$ cat config.mk
export PLATFORM = sky130hd
export DESIGN_NAME = cidp_parser
export DESIGN_NICKNAME = d
export VERILOG_FILES = /design/src/cidp_pkg.sv /design/src/cidp_fifo.sv /design/src/cidp_field_mem.sv /design/src/cidp_parser.sv
export VERILOG_INCLUDE_DIRS = /design/src
export SDC_FILE = /design/constraint.sdc
export NUM_CORES = 1
export LEC_CHECK = 0
export ABC_AREA = 0
export ABC_CLOCK_PERIOD_IN_PS = 10400
export BUFFER_PORTS_ARGS = -buffer_cell sky130_fd_sc_hd__buf_2
export CORE_ASPECT_RATIO = 0.6
export CORE_MARGIN = 2
export CORE_UTILIZATION = 30
export DETAILED_ROUTE_END_ITERATION = 8
export SLEW_MARGIN = 20
export SYNTH_ARGS = -nofsm -noshare
export SYNTH_HDL_FRONTEND = slang
export SYNTH_HIERARCHICAL = 1
export SYNTH_SLANG_ARGS = --single-unit
$ cat constraint.sdc
create_clock -name clk_in -period 10.4 [get_ports clk_in]
set_clock_uncertainty 0.05 [all_clocks]
set_input_delay 2.08 -clock clk_in [delete_from_list [all_inputs] [get_ports clk_in]]
set_output_delay 2.08 -clock clk_in [all_outputs]
set_load 0.1 [all_outputs]
$ cat src/cidp_params.svh
// Constants for the caller identification message parser
`ifndef CIDP_PARAMS_SVH
`define CIDP_PARAMS_SVH

// ************************************************************
// Message framing words
// ************************************************************
`define CIDP_TYPE_SINGLE   8'h04
`define CIDP_TYPE_MULTI    8'h80

// ************************************************************
// Parameter kind words of the multiple-data format
// ************************************************************
`define CIDP_PARM_TIME     8'h01
`define CIDP_PARM_NUMBER   8'h02
`define CIDP_PARM_NAME     8'h07
`define CIDP_PARM_CODE     8'h04

// ************************************************************
// Sizes
// ************************************************************
`define CIDP_WORD_W        8
`define CIDP_TIME_LEN      4
`define CIDP_FIELD_DEPTH   32
`define CIDP_FIFO_DEPTH    16

`endif

$ cat src/cidp_pkg.sv
// Types shared by the caller identification message parser
package cidp_pkg;

  typedef enum logic [1:0] {
    CIDP_FMT_NONE,
    CIDP_FMT_SINGLE,
    CIDP_FMT_MULTI
  } cidp_fmt_t;

  typedef enum logic [1:0] {
    CIDP_FLD_TIME,
    CIDP_FLD_NUMBER,
    CIDP_FLD_NAME,
    CIDP_FLD_CODE
  } cidp_field_t;

endpackage

$ cat src/cidp_fifo.sv
// Word FIFO between the demodulator and the parser
`timescale 1ns/1ns
module cidp_fifo #(
  parameter int WIDTH = 8,
  parameter int DEPTH = 16
) (
  input  wire logic             clk_in,
  input  wire logic             srst_in,
  input  wire logic             in_valid_in,
  output logic                  in_ready_out,
  input  wire logic [WIDTH-1:0] in_data_in,
  output logic                  out_valid_out,
  input  wire logic             out_ready_in,
  output logic      [WIDTH-1:0] out_data_out,
  input  wire logic             flush_in
);
  localparam int AW = $clog2(DEPTH);

  initial begin
    if (DEPTH < 2 || (1 << AW) != DEPTH) $error("cidp_fifo: DEPTH must be a power of two >= 2");
  end

  logic [WIDTH-1:0] mem_r [DEPTH];
  logic [AW:0]      wr_ptr_r;
  logic [AW:0]      rd_ptr_r;
  wire              full_w  = (wr_ptr_r[AW] != rd_ptr_r[AW]) && (wr_ptr_r[AW-1:0] == rd_ptr_r[AW-1:0]);
  wire              empty_w = (wr_ptr_r == rd_ptr_r);
  wire              push_w  = in_valid_in && !full_w;
  wire              pop_w   = out_ready_in && !empty_w;

  assign in_ready_out  = !full_w;
  assign out_valid_out = !empty_w;
  assign out_data_out  = mem_r[rd_ptr_r[AW-1:0]];

  always_ff @(posedge clk_in) begin
    if (push_w) begin
      mem_r[wr_ptr_r[AW-1:0]] <= in_data_in;
    end
  end

  always_ff @(posedge clk_in) begin
    if (srst_in || flush_in) begin
      wr_ptr_r <= '0;
      rd_ptr_r <= '0;
    end else begin
      if (push_w) wr_ptr_r <= wr_ptr_r + 1'b1;
      if (pop_w)  rd_ptr_r <= rd_ptr_r + 1'b1;
    end
  end
endmodule // cidp_fifo

$ cat src/cidp_field_mem.sv
// Small memory holding the captured number and name characters
`timescale 1ns/1ns
module cidp_field_mem #(
  parameter int WIDTH = 8,
  parameter int DEPTH = 32
) (
  input  wire logic                     clk_in,
  input  wire logic                     wr_en_in,
  input  wire logic [$clog2(DEPTH)-1:0] wr_addr_in,
  input  wire logic [WIDTH-1:0]         wr_data_in,
  input  wire logic [$clog2(DEPTH)-1:0] rd_addr_in,
  output logic      [WIDTH-1:0]         rd_data_out
);
  initial begin
    if (DEPTH < 2) $error("cidp_field_mem: DEPTH must be at least 2");
  end

  logic [WIDTH-1:0] mem_r [DEPTH];

  always_ff @(posedge clk_in) begin
    if (wr_en_in) mem_r[wr_addr_in] <= wr_data_in;
    rd_data_out <= mem_r[rd_addr_in];
  end
endmodule // cidp_field_mem

$ cat src/cidp_parser.sv
// Caller identification message parser: framing, field capture and display select
//
// What this block does
// - Tone-keyed messages are taken only in the gap after the first ring ends and before the second starts.
// - Every type, length and payload element is handled as one whole 8-bit word.
// - A first word of 00000100 marks the single-data format.
// - In single-data format the word after the type gives the payload count, and exactly that many are consumed.
// - Single-data payload is month, day, hour and minute, then the calling number.
// - A first word of 10000000 marks the multiple-data format.
// - In multiple-data format the word after the type gives the total parameter-word count that ends the message.
// - Each multiple-data parameter opens with a kind word naming what follows.
// - After the kind word comes a value count, and exactly that many value words are taken before the next kind.
// - Caller name and data code parameters are captured besides time and number.
// - After a multiple-data message the name, or else the number, is offered for display.
// - In DTMF mode identification words are accepted before any ring has been seen.
`timescale 1ns/1ns
`include "cidp_params.svh"
module cidp_parser
  import cidp_pkg::*;
#(
  parameter int FIFO_DEPTH  = `CIDP_FIFO_DEPTH,
  parameter int FIELD_DEPTH = `CIDP_FIELD_DEPTH
) (
  input  wire logic                           clk_in,
  input  wire logic                           srst_in,
  input  wire logic                           ring_in,
  input  wire logic                           dtmf_mode_in,
  input  wire logic                           word_valid_in,
  output logic                                word_ready_out,
  input  wire logic [7:0]                     word_data_in,
  output cidp_pkg::cidp_fmt_t                 fmt_out,
  output logic                                done_out,
  output logic                                abort_out,
  output logic [7:0]                          month_out,
  output logic [7:0]                          day_out,
  output logic [7:0]                          hour_out,
  output logic [7:0]                          minute_out,
  output logic [7:0]                          code_out,
  output logic                                show_name_out,
  output logic [$clog2(FIELD_DEPTH):0]        show_len_out,
  input  wire logic [$clog2(FIELD_DEPTH)-1:0] show_addr_in,
  output logic [7:0]                          show_data_out
);
  import cidp_pkg::*;

  localparam int FA = $clog2(FIELD_DEPTH);

  initial begin
    if (FIELD_DEPTH < 2 || FIELD_DEPTH > 128) $error("cidp_parser: FIELD_DEPTH out of range");
  end

  // ************************************************************
  // State
  // ************************************************************
  typedef enum logic [2:0] {
    CIDP_ST_IDLE,
    CIDP_ST_MSG_LEN,
    CIDP_ST_DATA,
    CIDP_ST_PARM_KIND,
    CIDP_ST_PARM_LEN,
    CIDP_ST_PARM_DATA
  } cidp_state_t;

  cidp_state_t         state_r;
  cidp_state_t         state_nxt;
  cidp_fmt_t           fmt_r;
  cidp_field_t         field_r;
  logic [7:0]          msg_cnt_r;
  logic [7:0]          parm_cnt_r;
  logic [7:0]          idx_r;
  logic                ring_d_r;
  logic [1:0]          rings_r;
  logic [FA:0]         num_len_r;
  logic [FA:0]         name_len_r;
  logic                done_r;
  logic                abort_r;
  logic [7:0]          month_r;
  logic [7:0]          day_r;
  logic [7:0]          hour_r;
  logic [7:0]          minute_r;
  logic [7:0]          code_r;

  // ************************************************************
  // Input buffering
  // ************************************************************
  wire       fifo_flush_w;
  wire       fv_w;
  wire [7:0] fd_w;
  wire       take_w;

  cidp_fifo #(
    .WIDTH (`CIDP_WORD_W),
    .DEPTH (FIFO_DEPTH)
  ) u_fifo (
    .clk_in        (clk_in),
    .srst_in       (srst_in),
    .in_valid_in   (word_valid_in),
    .in_ready_out  (word_ready_out),
    .in_data_in    (word_data_in),
    .out_valid_out (fv_w),
    .out_ready_in  (take_w),
    .out_data_out  (fd_w),
    .flush_in      (fifo_flush_w)
  );

  // ************************************************************
  // Ring tracking and the listening window
  // ************************************************************
  wire ring_end_w   = ring_d_r && !ring_in;
  wire ring_start_w = ring_in && !ring_d_r;
  // FSK listens between first and second ring; DTMF listens before any ring
  wire listen_w     = dtmf_mode_in ? (rings_r == 2'd0 && !ring_in)
                                   : (rings_r == 2'd1 && !ring_in);
  // Any ring start kills an unfinished message (the second ring in FSK mode, the first ring in DTMF mode)
  wire ring_kill_w  = ring_start_w && (state_r != CIDP_ST_IDLE);
  // Words outside the window are drained and thrown away, so the FIFO never clogs
  assign take_w       = fv_w;
  assign fifo_flush_w = ring_kill_w;
  wire word_w       = fv_w && listen_w && !ring_kill_w;

  wire is_single_w  = (fd_w == `CIDP_TYPE_SINGLE);
  wire is_multi_w   = (fd_w == `CIDP_TYPE_MULTI);
  wire msg_last_w   = (msg_cnt_r == 8'd1);
  wire parm_last_w  = (parm_cnt_r == 8'd1);

  function automatic cidp_field_t kind_to_field(input logic [7:0] k);
    unique case (k)
      `CIDP_PARM_TIME:   kind_to_field = CIDP_FLD_TIME;
      `CIDP_PARM_NUMBER: kind_to_field = CIDP_FLD_NUMBER;
      `CIDP_PARM_NAME:   kind_to_field = CIDP_FLD_NAME;
      default:           kind_to_field = CIDP_FLD_CODE;
    endcase
  endfunction

  // ************************************************************
  // Next state
  // ************************************************************
  always_comb begin
    state_nxt = state_r;
    if (ring_kill_w) begin
      state_nxt = CIDP_ST_IDLE;
    end else if (word_w) begin
      unique case (state_r)
        CIDP_ST_IDLE:      state_nxt = (is_single_w || is_multi_w) ? CIDP_ST_MSG_LEN : CIDP_ST_IDLE;
        CIDP_ST_MSG_LEN:   state_nxt = (fd_w == 8'h00) ? CIDP_ST_IDLE :
                                       (fmt_r == CIDP_FMT_SINGLE) ? CIDP_ST_DATA : CIDP_ST_PARM_KIND;
        CIDP_ST_DATA:      state_nxt = msg_last_w ? CIDP_ST_IDLE : CIDP_ST_DATA;
        CIDP_ST_PARM_KIND: state_nxt = msg_last_w ? CIDP_ST_IDLE : CIDP_ST_PARM_LEN;
        CIDP_ST_PARM_LEN:  state_nxt = msg_last_w ? CIDP_ST_IDLE :
                                       (fd_w == 8'h00) ? CIDP_ST_PARM_KIND : CIDP_ST_PARM_DATA;
        CIDP_ST_PARM_DATA: state_nxt = msg_last_w ? CIDP_ST_IDLE :
                                       parm_last_w ? CIDP_ST_PARM_KIND : CIDP_ST_PARM_DATA;
        default:           state_nxt = CIDP_ST_IDLE;
      endcase
    end
  end

  // A parameter cut short by the message count is a framing error
  wire parm_short_w = word_w && msg_last_w &&
                      ((state_r == CIDP_ST_PARM_KIND) || (state_r == CIDP_ST_PARM_LEN) ||
                       (state_r == CIDP_ST_PARM_DATA && !parm_last_w));
  wire finish_w     = word_w && msg_last_w && !parm_short_w &&
                      ((state_r == CIDP_ST_DATA) || (state_r == CIDP_ST_PARM_DATA));
  wire bad_type_w   = word_w && (state_r == CIDP_ST_IDLE) && !is_single_w && !is_multi_w;

  // ************************************************************
  // Capture targets
  // ************************************************************
  wire       in_data_w   = word_w && ((state_r == CIDP_ST_DATA) || (state_r == CIDP_ST_PARM_DATA));
  wire       time_slot_w = (state_r == CIDP_ST_DATA) ? (idx_r < `CIDP_TIME_LEN)
                                                     : (field_r == CIDP_FLD_TIME);
  wire       num_slot_w  = (state_r == CIDP_ST_DATA) ? !time_slot_w : (field_r == CIDP_FLD_NUMBER);
  wire       name_slot_w = (state_r == CIDP_ST_PARM_DATA) && (field_r == CIDP_FLD_NAME);
  wire [7:0] chr_idx_w   = (state_r == CIDP_ST_DATA) ? idx_r - 8'(`CIDP_TIME_LEN) : idx_r;
  wire       chr_fit_w   = (chr_idx_w < 8'(FIELD_DEPTH));
  wire       num_wr_w    = in_data_w && num_slot_w && chr_fit_w;
  wire       name_wr_w   = in_data_w && name_slot_w && chr_fit_w;

  // ************************************************************
  // Registers
  // ************************************************************
  always_ff @(posedge clk_in) begin
    if (srst_in) begin
      state_r  <= CIDP_ST_IDLE;
      ring_d_r <= 1'b0;
      rings_r  <= 2'd0;
    end else begin
      state_r  <= state_nxt;
      ring_d_r <= ring_in;
      // Ring count saturates at 3; a completed message sets it to 3, where it stays until reset
      if (ring_end_w && rings_r != 2'd3) rings_r <= rings_r + 2'd1;
      else if (finish_w)                 rings_r <= 2'd3;
    end
  end

  always_ff @(posedge clk_in) begin
    if (srst_in) begin
      fmt_r      <= CIDP_FMT_NONE;
      field_r    <= CIDP_FLD_TIME;
      msg_cnt_r  <= 8'h00;
      parm_cnt_r <= 8'h00;
      idx_r      <= 8'h00;
    end else if (word_w) begin
      if (state_r == CIDP_ST_IDLE) begin
        fmt_r <= is_single_w ? CIDP_FMT_SINGLE : (is_multi_w ? CIDP_FMT_MULTI : CIDP_FMT_NONE);
      end
      if (state_r == CIDP_ST_MSG_LEN) msg_cnt_r <= fd_w;
      else if (state_r != CIDP_ST_IDLE) msg_cnt_r <= msg_cnt_r - 8'd1;
      if (state_r == CIDP_ST_PARM_KIND) field_r <= kind_to_field(fd_w);
      if (state_r == CIDP_ST_PARM_LEN) parm_cnt_r <= fd_w;
      else if (state_r == CIDP_ST_PARM_DATA) parm_cnt_r <= parm_cnt_r - 8'd1;
      if (state_r == CIDP_ST_MSG_LEN || state_r == CIDP_ST_PARM_LEN) idx_r <= 8'h00;
      else if (in_data_w) idx_r <= idx_r + 8'd1;
    end
  end

  always_ff @(posedge clk_in) begin
    if (srst_in) begin
      month_r    <= 8'h00;
      day_r      <= 8'h00;
      hour_r     <= 8'h00;
      minute_r   <= 8'h00;
      code_r     <= 8'h00;
      num_len_r  <= '0;
      name_len_r <= '0;
    end else begin
      if (word_w && state_r == CIDP_ST_MSG_LEN) begin
        num_len_r  <= '0;
        name_len_r <= '0;
      end
      if (in_data_w && time_slot_w) begin
        unique case (idx_r[1:0])
          2'd0: month_r  <= fd_w;
          2'd1: day_r    <= fd_w;
          2'd2: hour_r   <= fd_w;
          2'd3: minute_r <= fd_w;
        endcase
      end
      if (in_data_w && state_r == CIDP_ST_PARM_DATA && field_r == CIDP_FLD_CODE) code_r <= fd_w;
      if (num_wr_w)  num_len_r  <= chr_idx_w[FA:0] + 1'b1;
      if (name_wr_w) name_len_r <= chr_idx_w[FA:0] + 1'b1;
    end
  end

  always_ff @(posedge clk_in) begin
    if (srst_in) begin
      done_r  <= 1'b0;
      abort_r <= 1'b0;
    end else begin
      done_r  <= finish_w;
      abort_r <= ring_kill_w || bad_type_w || parm_short_w;
    end
  end

  // ************************************************************
  // Field stores and display select
  // ************************************************************
  wire [7:0] num_rd_w;
  wire [7:0] name_rd_w;
  // Name wins when a multiple-data message carried one; otherwise the number
  wire       show_name_w = (fmt_r == CIDP_FMT_MULTI) && (name_len_r != '0);

  cidp_field_mem #(
    .WIDTH (`CIDP_WORD_W),
    .DEPTH (FIELD_DEPTH)
  ) u_num_mem (
    .clk_in      (clk_in),
    .wr_en_in    (num_wr_w),
    .wr_addr_in  (chr_idx_w[FA-1:0]),
    .wr_data_in  (fd_w),
    .rd_addr_in  (show_addr_in),
    .rd_data_out (num_rd_w)
  );

  cidp_field_mem #(
    .WIDTH (`CIDP_WORD_W),
    .DEPTH (FIELD_DEPTH)
  ) u_name_mem (
    .clk_in      (clk_in),
    .wr_en_in    (name_wr_w),
    .wr_addr_in  (chr_idx_w[FA-1:0]),
    .wr_data_in  (fd_w),
    .rd_addr_in  (show_addr_in),
    .rd_data_out (name_rd_w)
  );

  assign fmt_out       = fmt_r;
  assign done_out      = done_r;
  assign abort_out     = abort_r;
  assign month_out     = month_r;
  assign day_out       = day_r;
  assign hour_out      = hour_r;
  assign minute_out    = minute_r;
  assign code_out      = code_r;
  assign show_name_out = show_name_w;
  assign show_len_out  = show_name_w ? name_len_r : num_len_r;
  assign show_data_out = show_name_w ? name_rd_w : num_rd_w;
endmodule // cidp_parser

* After elaboration in Yosys (flattened, before gate mapping)
Memories as Yosys holds them, arrays and structs flattened. A register that Yosys moved wholly into a read port is not among the register bits.
Cells that the tools add are included.
W data, S select, Z words.
** Storage, ports and cells
- Output and inout port bits :: 60
- Memories kept :: 3
- Bits in writable memories :: 640
- Register bits :: 98
- Logic and storage cells :: 165
** Cells by class
- Magnitude comparators :: 2
- Eq/ne operators :: 25
- Reduce and logical (&&, ||, !) cells :: 70
- $add $sub $neg :: 8
- Muxes and demuxes :: 38
** Memories
- u_name_mem.mem_r :: depth 32, width 8, read ports 1, clocked after memory_dff 1, write ports 1, line cidp_field_mem.sv:18 : logic [WIDTH-1:0] mem_r [DEPTH];
- u_num_mem.mem_r :: depth 32, width 8, read ports 1, clocked after memory_dff 1, write ports 1, line cidp_field_mem.sv:18
- u_fifo.mem_r :: depth 16, width 8, read ports 1, clocked after memory_dff 1, write ports 1, line cidp_fifo.sv:23 : logic [WIDTH-1:0] mem_r [DEPTH];
** Operators by type and width (number)
- $mux W8 :: 8
- $logic_and A1 B1 Y1 :: 29
- $eq A8 B1 Y1 const B :: 3
- $mux W6 :: 4
- $pmux W3 S6 :: 1
- $reduce_and A2 Y1 :: 9
- $eq A8 B3 Y1 const B :: 2
- $sub A8 B1 Y8 const B :: 2
- $mux W3 :: 5
- $mux W2 :: 6
- $reduce_bool A2 Y1 :: 6
- $mux W1 :: 11
- $add A5 B1 Y5 const B :: 2
- $eq A2 B2 Y1 const B :: 5
- $logic_not A1 Y1 :: 10
- $add A8 B1 Y8 const B :: 1
- $eq A2 B1 Y1 const B :: 4
- $eq A8 B2 Y1 const B :: 1
- $eq A8 B8 Y1 const B :: 1
- $logic_not A8 Y1 :: 1
- $logic_or A1 B1 Y1 :: 8
- $lt A8 B3 Y1 const B :: 1
- $lt A8 B6 Y1 const B :: 1
- $mux W4 :: 2
- 16 further kinds :: 20

* Logic depth before layout (Yosys ltp)
- Depth after elaboration :: 12
- Depth in mapped cells :: 13
- Gate-level depth less buffers :: 9

* By module
The synthesis kept the hierarchy.
** Modules (own cells, without submodules)
- cidp_field_mem :: times used 2, sequential area each 7847.5 µm², cells an instance 417, area each 10053.4 µm²
- cidp_fifo :: times used 1, sequential area each 4124.0 µm², cells an instance 287, area each 5829.3 µm²
- cidp_parser :: times used 1, sequential area each 1761.7 µm², cells an instance 558, area each 4693.3 µm²

* Worst setup path after synthesis
No wires, ideal clock.
- Path type :: reg-to-output
- Start point :: reg fmt_r[0] (netlist: fmt_out[0])
- End point :: out show_len_out[0]
- Cell stages (with the launch flop) :: 5
- Buffers on the path :: 1
- Data required time :: 8270 ps
- Slack :: 3928 ps
- Arrival :: 4342 ps
- Cells stage by stage :: dfxtp_1 nor2b_1 o31a_1 clkbuf_1 o21ai_0
** On the way
- Longest elaborated chain between the ends :: 3
** Ends and longest elaborated chain
- from (decl) :: line cidp_parser.sv:66 : cidp_fmt_t fmt_r;
- from (signal assigned) :: line cidp_parser.sv:205 : fmt_r <= is_single_w ? CIDP_FMT_SINGLE : (is_multi_w ? CIDP_FMT_MULTI : CIDP_FMT_NONE);
- $eq A2 B2 Y1 :: line cidp_parser.sv:261 : wire show_name_w = (fmt_r == CIDP_FMT_MULTI) && (name_len_r != '0);
- $logic_and A1 B1 Y1 :: line cidp_parser.sv:261
- via show_name_out :: line cidp_parser.sv:39 : output logic show_name_out,
- $mux W6 :: line cidp_parser.sv:296 : assign show_len_out = show_name_w ? name_len_r : num_len_r;
- to (decl) :: line cidp_parser.sv:40 : output logic [$clog2(FIELD_DEPTH):0] show_len_out,
The timed path passes the listed nets, and every way through them passes these cells.

* Final worst setup path
- Start point :: in ring_in
- End point :: mem u_num_mem.mem_r[1][7] (enable)
** On the way
- Longest elaborated chain between the ends :: 10
- Elaborated cells between the ends (all ways) :: 14
- Classes of those cells :: mux: 3; reduce/logical: 11
** Ends and longest elaborated chain
- from (decl) :: line cidp_parser.sv:26 : input wire logic ring_in,
- $logic_not A1 Y1 :: line cidp_parser.sv:112, cidp_parser.sv:113
- $logic_and A1 B1 Y1 (on tied branches) :: line cidp_parser.sv:113, cidp_parser.sv:112
- $mux W1 :: line cidp_parser.sv:112 : wire listen_w = dtmf_mode_in ? (rings_r == 2'd0 && !ring_in)
- $logic_and A1 B1 Y1 :: line cidp_parser.sv:119 : wire word_w = fv_w && listen_w && !ring_kill_w;
- $logic_and A1 B1 Y1 * :: line cidp_parser.sv:119
- $logic_and A1 B1 Y1 * :: line cidp_parser.sv:169 : wire in_data_w = word_w && ((state_r == CIDP_ST_DATA) || (state_r == CIDP_ST_PARM_DATA));
- $logic_and A1 B1 Y1 * (2 in a row) :: line cidp_parser.sv:176 : wire num_wr_w = in_data_w && num_slot_w && chr_fit_w;
- via num_wr_w :: line cidp_parser.sv:176
- $mux W1 * :: line cidp_field_mem.sv:21 : if (wr_en_in) mem_r[wr_addr_in] <= wr_data_in;
- $mux W1 (not written as such) * :: line cidp_field_mem.sv:21
- to (decl) :: line cidp_field_mem.sv:18
Mark *: on every way through the listed nets, which the timed path passes. The rest lies on a longest branch.

==> impl_metrics.sql <==
INSERT INTO impl_metrics (metric_group, metric, value, unit) VALUES
('synth', 'synthTopCellsByArea', 'edfxtp_1 63%, mux4_2 13%, dfxtp_1 7.7%, mux4_1 2.1%, mux2i_1 1.8%', ''),
('synth', 'synthesized_cell_area', '30600', 'um^2'),
('outcome', 'status', 'completed', ''),
('clocking', 'cts-root-buf', 'clkbuf_16', ''),
('floorplan', 'top_ports', '78', ''),
('clocking', 'cts.path.max_buffers', '3', ''),
('layout', 'flow.area_growth_from_synthesis', '12.6', '%'),
('layout', 'largestRegisters', 'u_name_mem/mem_r (256), u_num_mem/mem_r (256), u_fifo/mem_r (128)', ''),
('sta', 'timing_worst_slew_pin_value', '1.04', 'ns'),
('layout', 'layout_net_count', '1793', ''),
('floorplan', 'floorplan.die_area', '105000', 'um^2'),
('global_routing', 'first_global_vias', '15800', ''),
('clocking', 'cts.sinks', '758', ''),
('synth', 'count_of_different_cell_masters_after_synthesis', '69', ''),
('synth', 'synth_compound_gate_area_share', '2.79', '%'),
('sta', 'report.final.hold_viol_count', '0', ''),
('synth', 'syn_inst', '1679', ''),
('pwr', 'post-layout-total-power', '6.83', 'mW'),
('clocking', 'htree_num_levels', '3', ''),
('clocking', 'cts.reportedPaths.clkPinSlew', '0.06', 'ns'),
('clocking', 'cts_repair_resize_count', '0', ''),
('synth', 'syn-mean-instance-area', '18.2', 'um^2'),
('synth', 'xor_xnor_cell_area_share_of_the_yosys_netlist', '0.502', '%'),
('global_routing', 'global_route_wire_length_before_repair', '116', 'mm'),
('synth', 'synthSimpleGateAreaFrac', '5.78', '%'),
('routing', 'avgViaCountPerCell', '5.34', ''),
('floorplan', 'die_outline_height', '252', 'um'),
('synth', 'asyncSetResetFlopFracSynth', '0', '%'),
('synth', 'ys_seq_elements', '758', ''),
('global_routing', 'grt.total_usage', '15.2', '%'),
('clocking', 'cts_inserted_buffers', '66', ''),
('synth', 'synth-main-ff-cell', 'edfxtp_1', ''),
('setup_path', 'worst-endpoint-required', '10.60', 'ns'),
('floorplan', 'floorplan.core_area', '101000', 'um^2'),
('sta', 'max_freq', '182', 'MHz'),
('synth', 'synth_edf_count', '640', ''),
('synth', 'synthDominantAreaCellType', 'edfxtp_1', ''),
('clocking', 'clkLatencyLatePin', '0.63', 'ns'),
('clocking', 'setup_bufs_post_cts', '0', ''),
('setup_path', 'worst_setup_path_start_kind', 'primary input', ''),
('placement', 'gpl.final_weighted_congestion', '0.840', ''),
('synth', 'synth_fp_nets', '1715', ''),
('synth', 'yosys.area_share.adder', '0.735', '%'),
('worst_hold_path', 'hp-class', 'reg -> reg', ''),
('synth', 'ys.warnings.count', '6', ''),
('synth', 'synth.most_common_cell', 'edfxtp_1', ''),
('routing', 'postRouteAntennaNets', '0', ''),
('setup_path', 'crit_path_max_fanout', '14', ''),
('sta', 'setup_tns', '0', 'ns'),
('routing', 'drc', '0', ''),
('sta', 'layout_min_cycle_time', '5.48', 'ns'),
('layout', 'layout_cells_sized_above_1', '23.4', '%'),
('placement', 'post-dp-hpwl', '51.8', 'mm'),
('pwr', 'ir_drop', '0.0000994', 'V'),
('synth', 'synthTopCellsByCount', '640 x edfxtp_1, 176 x mux4_2, 146 x nor2_1', ''),
('setup_path', 'setup.worst_path.end_class', 'flop', ''),
('clocking', 'tritoncts', 'yes', ''),
('global_routing', 'grt_overflow_total', '0', ''),
('synth', 'synth_seq_area_share', '70.5', '%'),
('routing', 'wirelength', '80.1', 'mm'),
('global_routing', 'antenna_found_initial', '3', ''),
('routing', 'detail_route.wl_per_cell', '25.5', 'um'),
('layout', 'num-fill-cells', '9403', ''),
('synth', 'muxShareOfSynthArea', '17.9', '%'),
('setup_path', 'cp.arrival', '5.68', 'ns'),
('routing', 'vias', '16800', ''),
('pwr', 'power.static_leakage', '10.9', 'nW'),
('layout', 'final_core_util', '34.2', '%'),
('routing', 'drt_iter0_drcs', '2527', ''),
('clocking', 'cts.hold.buffers_added', '0', ''),
('sta', 'finalCritPeriodShare', '52.7', '%');
report_power, final:
part	internal, mW	leakage (nW)	switching [mW]
registers	3.54	6.71	0.0132
logic	0.224	3.17	0.633
clock network	1.33	1.03	1.09
total	5.09	10.9	1.74
placed cells by master (no fill, tap or decap), types with 12 or more instances in the layout:
master / synthesis / final
nand3_1: 38 / 38
clkinv_2: 0 / 14
a21oi_1: 40 / 40
ha_1: 18 / 18
and3_1: 16 / 16
inv_1: 24 / 24
mux4_2: 176 / 176
mux2i_1: 55 / 55
mux4_1: 24 / 24
dfxtp_1: 118 / 117
nor2b_1: 12 / 12
nor2_1: 146 / 146
nand2_1: 53 / 53
edfxtp_1: 640 / 640
o21ai_0: 40 / 40
clkinv_1: 0 / 15
clkbuf_16: 0 / 69
nand3b_1: 12 / 12
buf_2: 4 / 75
buf_4: 13 / 26
mux2_2: 29 / 29
final cells by class:
cell class              instances  area (um^2)  area share [%]
clock inverters                39          295           0.856
well taps                    1334         1670            4.84
clock buffers                  81         1790            5.19
inverters                      24         90.1           0.261
repair buffers                102          584            1.69
multi-input cells             805         8480            24.6
flip-flops and latches        758        21600            62.6
per-layer routing:
metal	share of wire, %	up-vias	global-route usage [%]
li1	-	6909	-
met1	46	8816	24.2
met2	40	972	19.9
met3	12	75	4.67
met4	1.3	0	2.95
met5	0	-	0
path summary, 6_finish.rpt:
path	from	end	slack [ns]	cells past startpoint
min reg2reg	num_len_r[5]	num_len_r[5]	0.42	2
max reg2reg	u_fifo/wr_ptr_r[3]	u_num_mem/mem_r[1][7]	5.26	9
min	num_len_r[5]	num_len_r[5]	0.42	2
max	ring_in	u_num_mem/mem_r[1][7]	4.92	7
metrics by stage:
step	hold slack, ns	worst slack [ns]	instance area (um^2)	cells
finish	0.420	4.92	34500	3143
global route	0.447	4.67	34500	3143
CTS	0.423	4.83	34500	3143
detailed placement	0.414	4.40	32400	3023
global placement	0.403	4.60	32400	3023
floorplan	0.386	3.93	30600	1679
critical path, cell delays in order:
cell      delay (ns)
buf_2           0.12
nor2b_1         0.47
nand2_1         0.51
nor4b_2         0.70
and3_1          0.37
nand3b_1        0.57
nor2_1          0.84
cells by family after synthesis:
family | after synthesis
AOI/OAI and AO/OA | 132
muxes | 284
xor gates and xnor gates | 16
and+or+nand+nor | 355
adders and majority gates | 18
buffers and inverters | 116
DFF | 758
(Power assumes the default switching activity.)
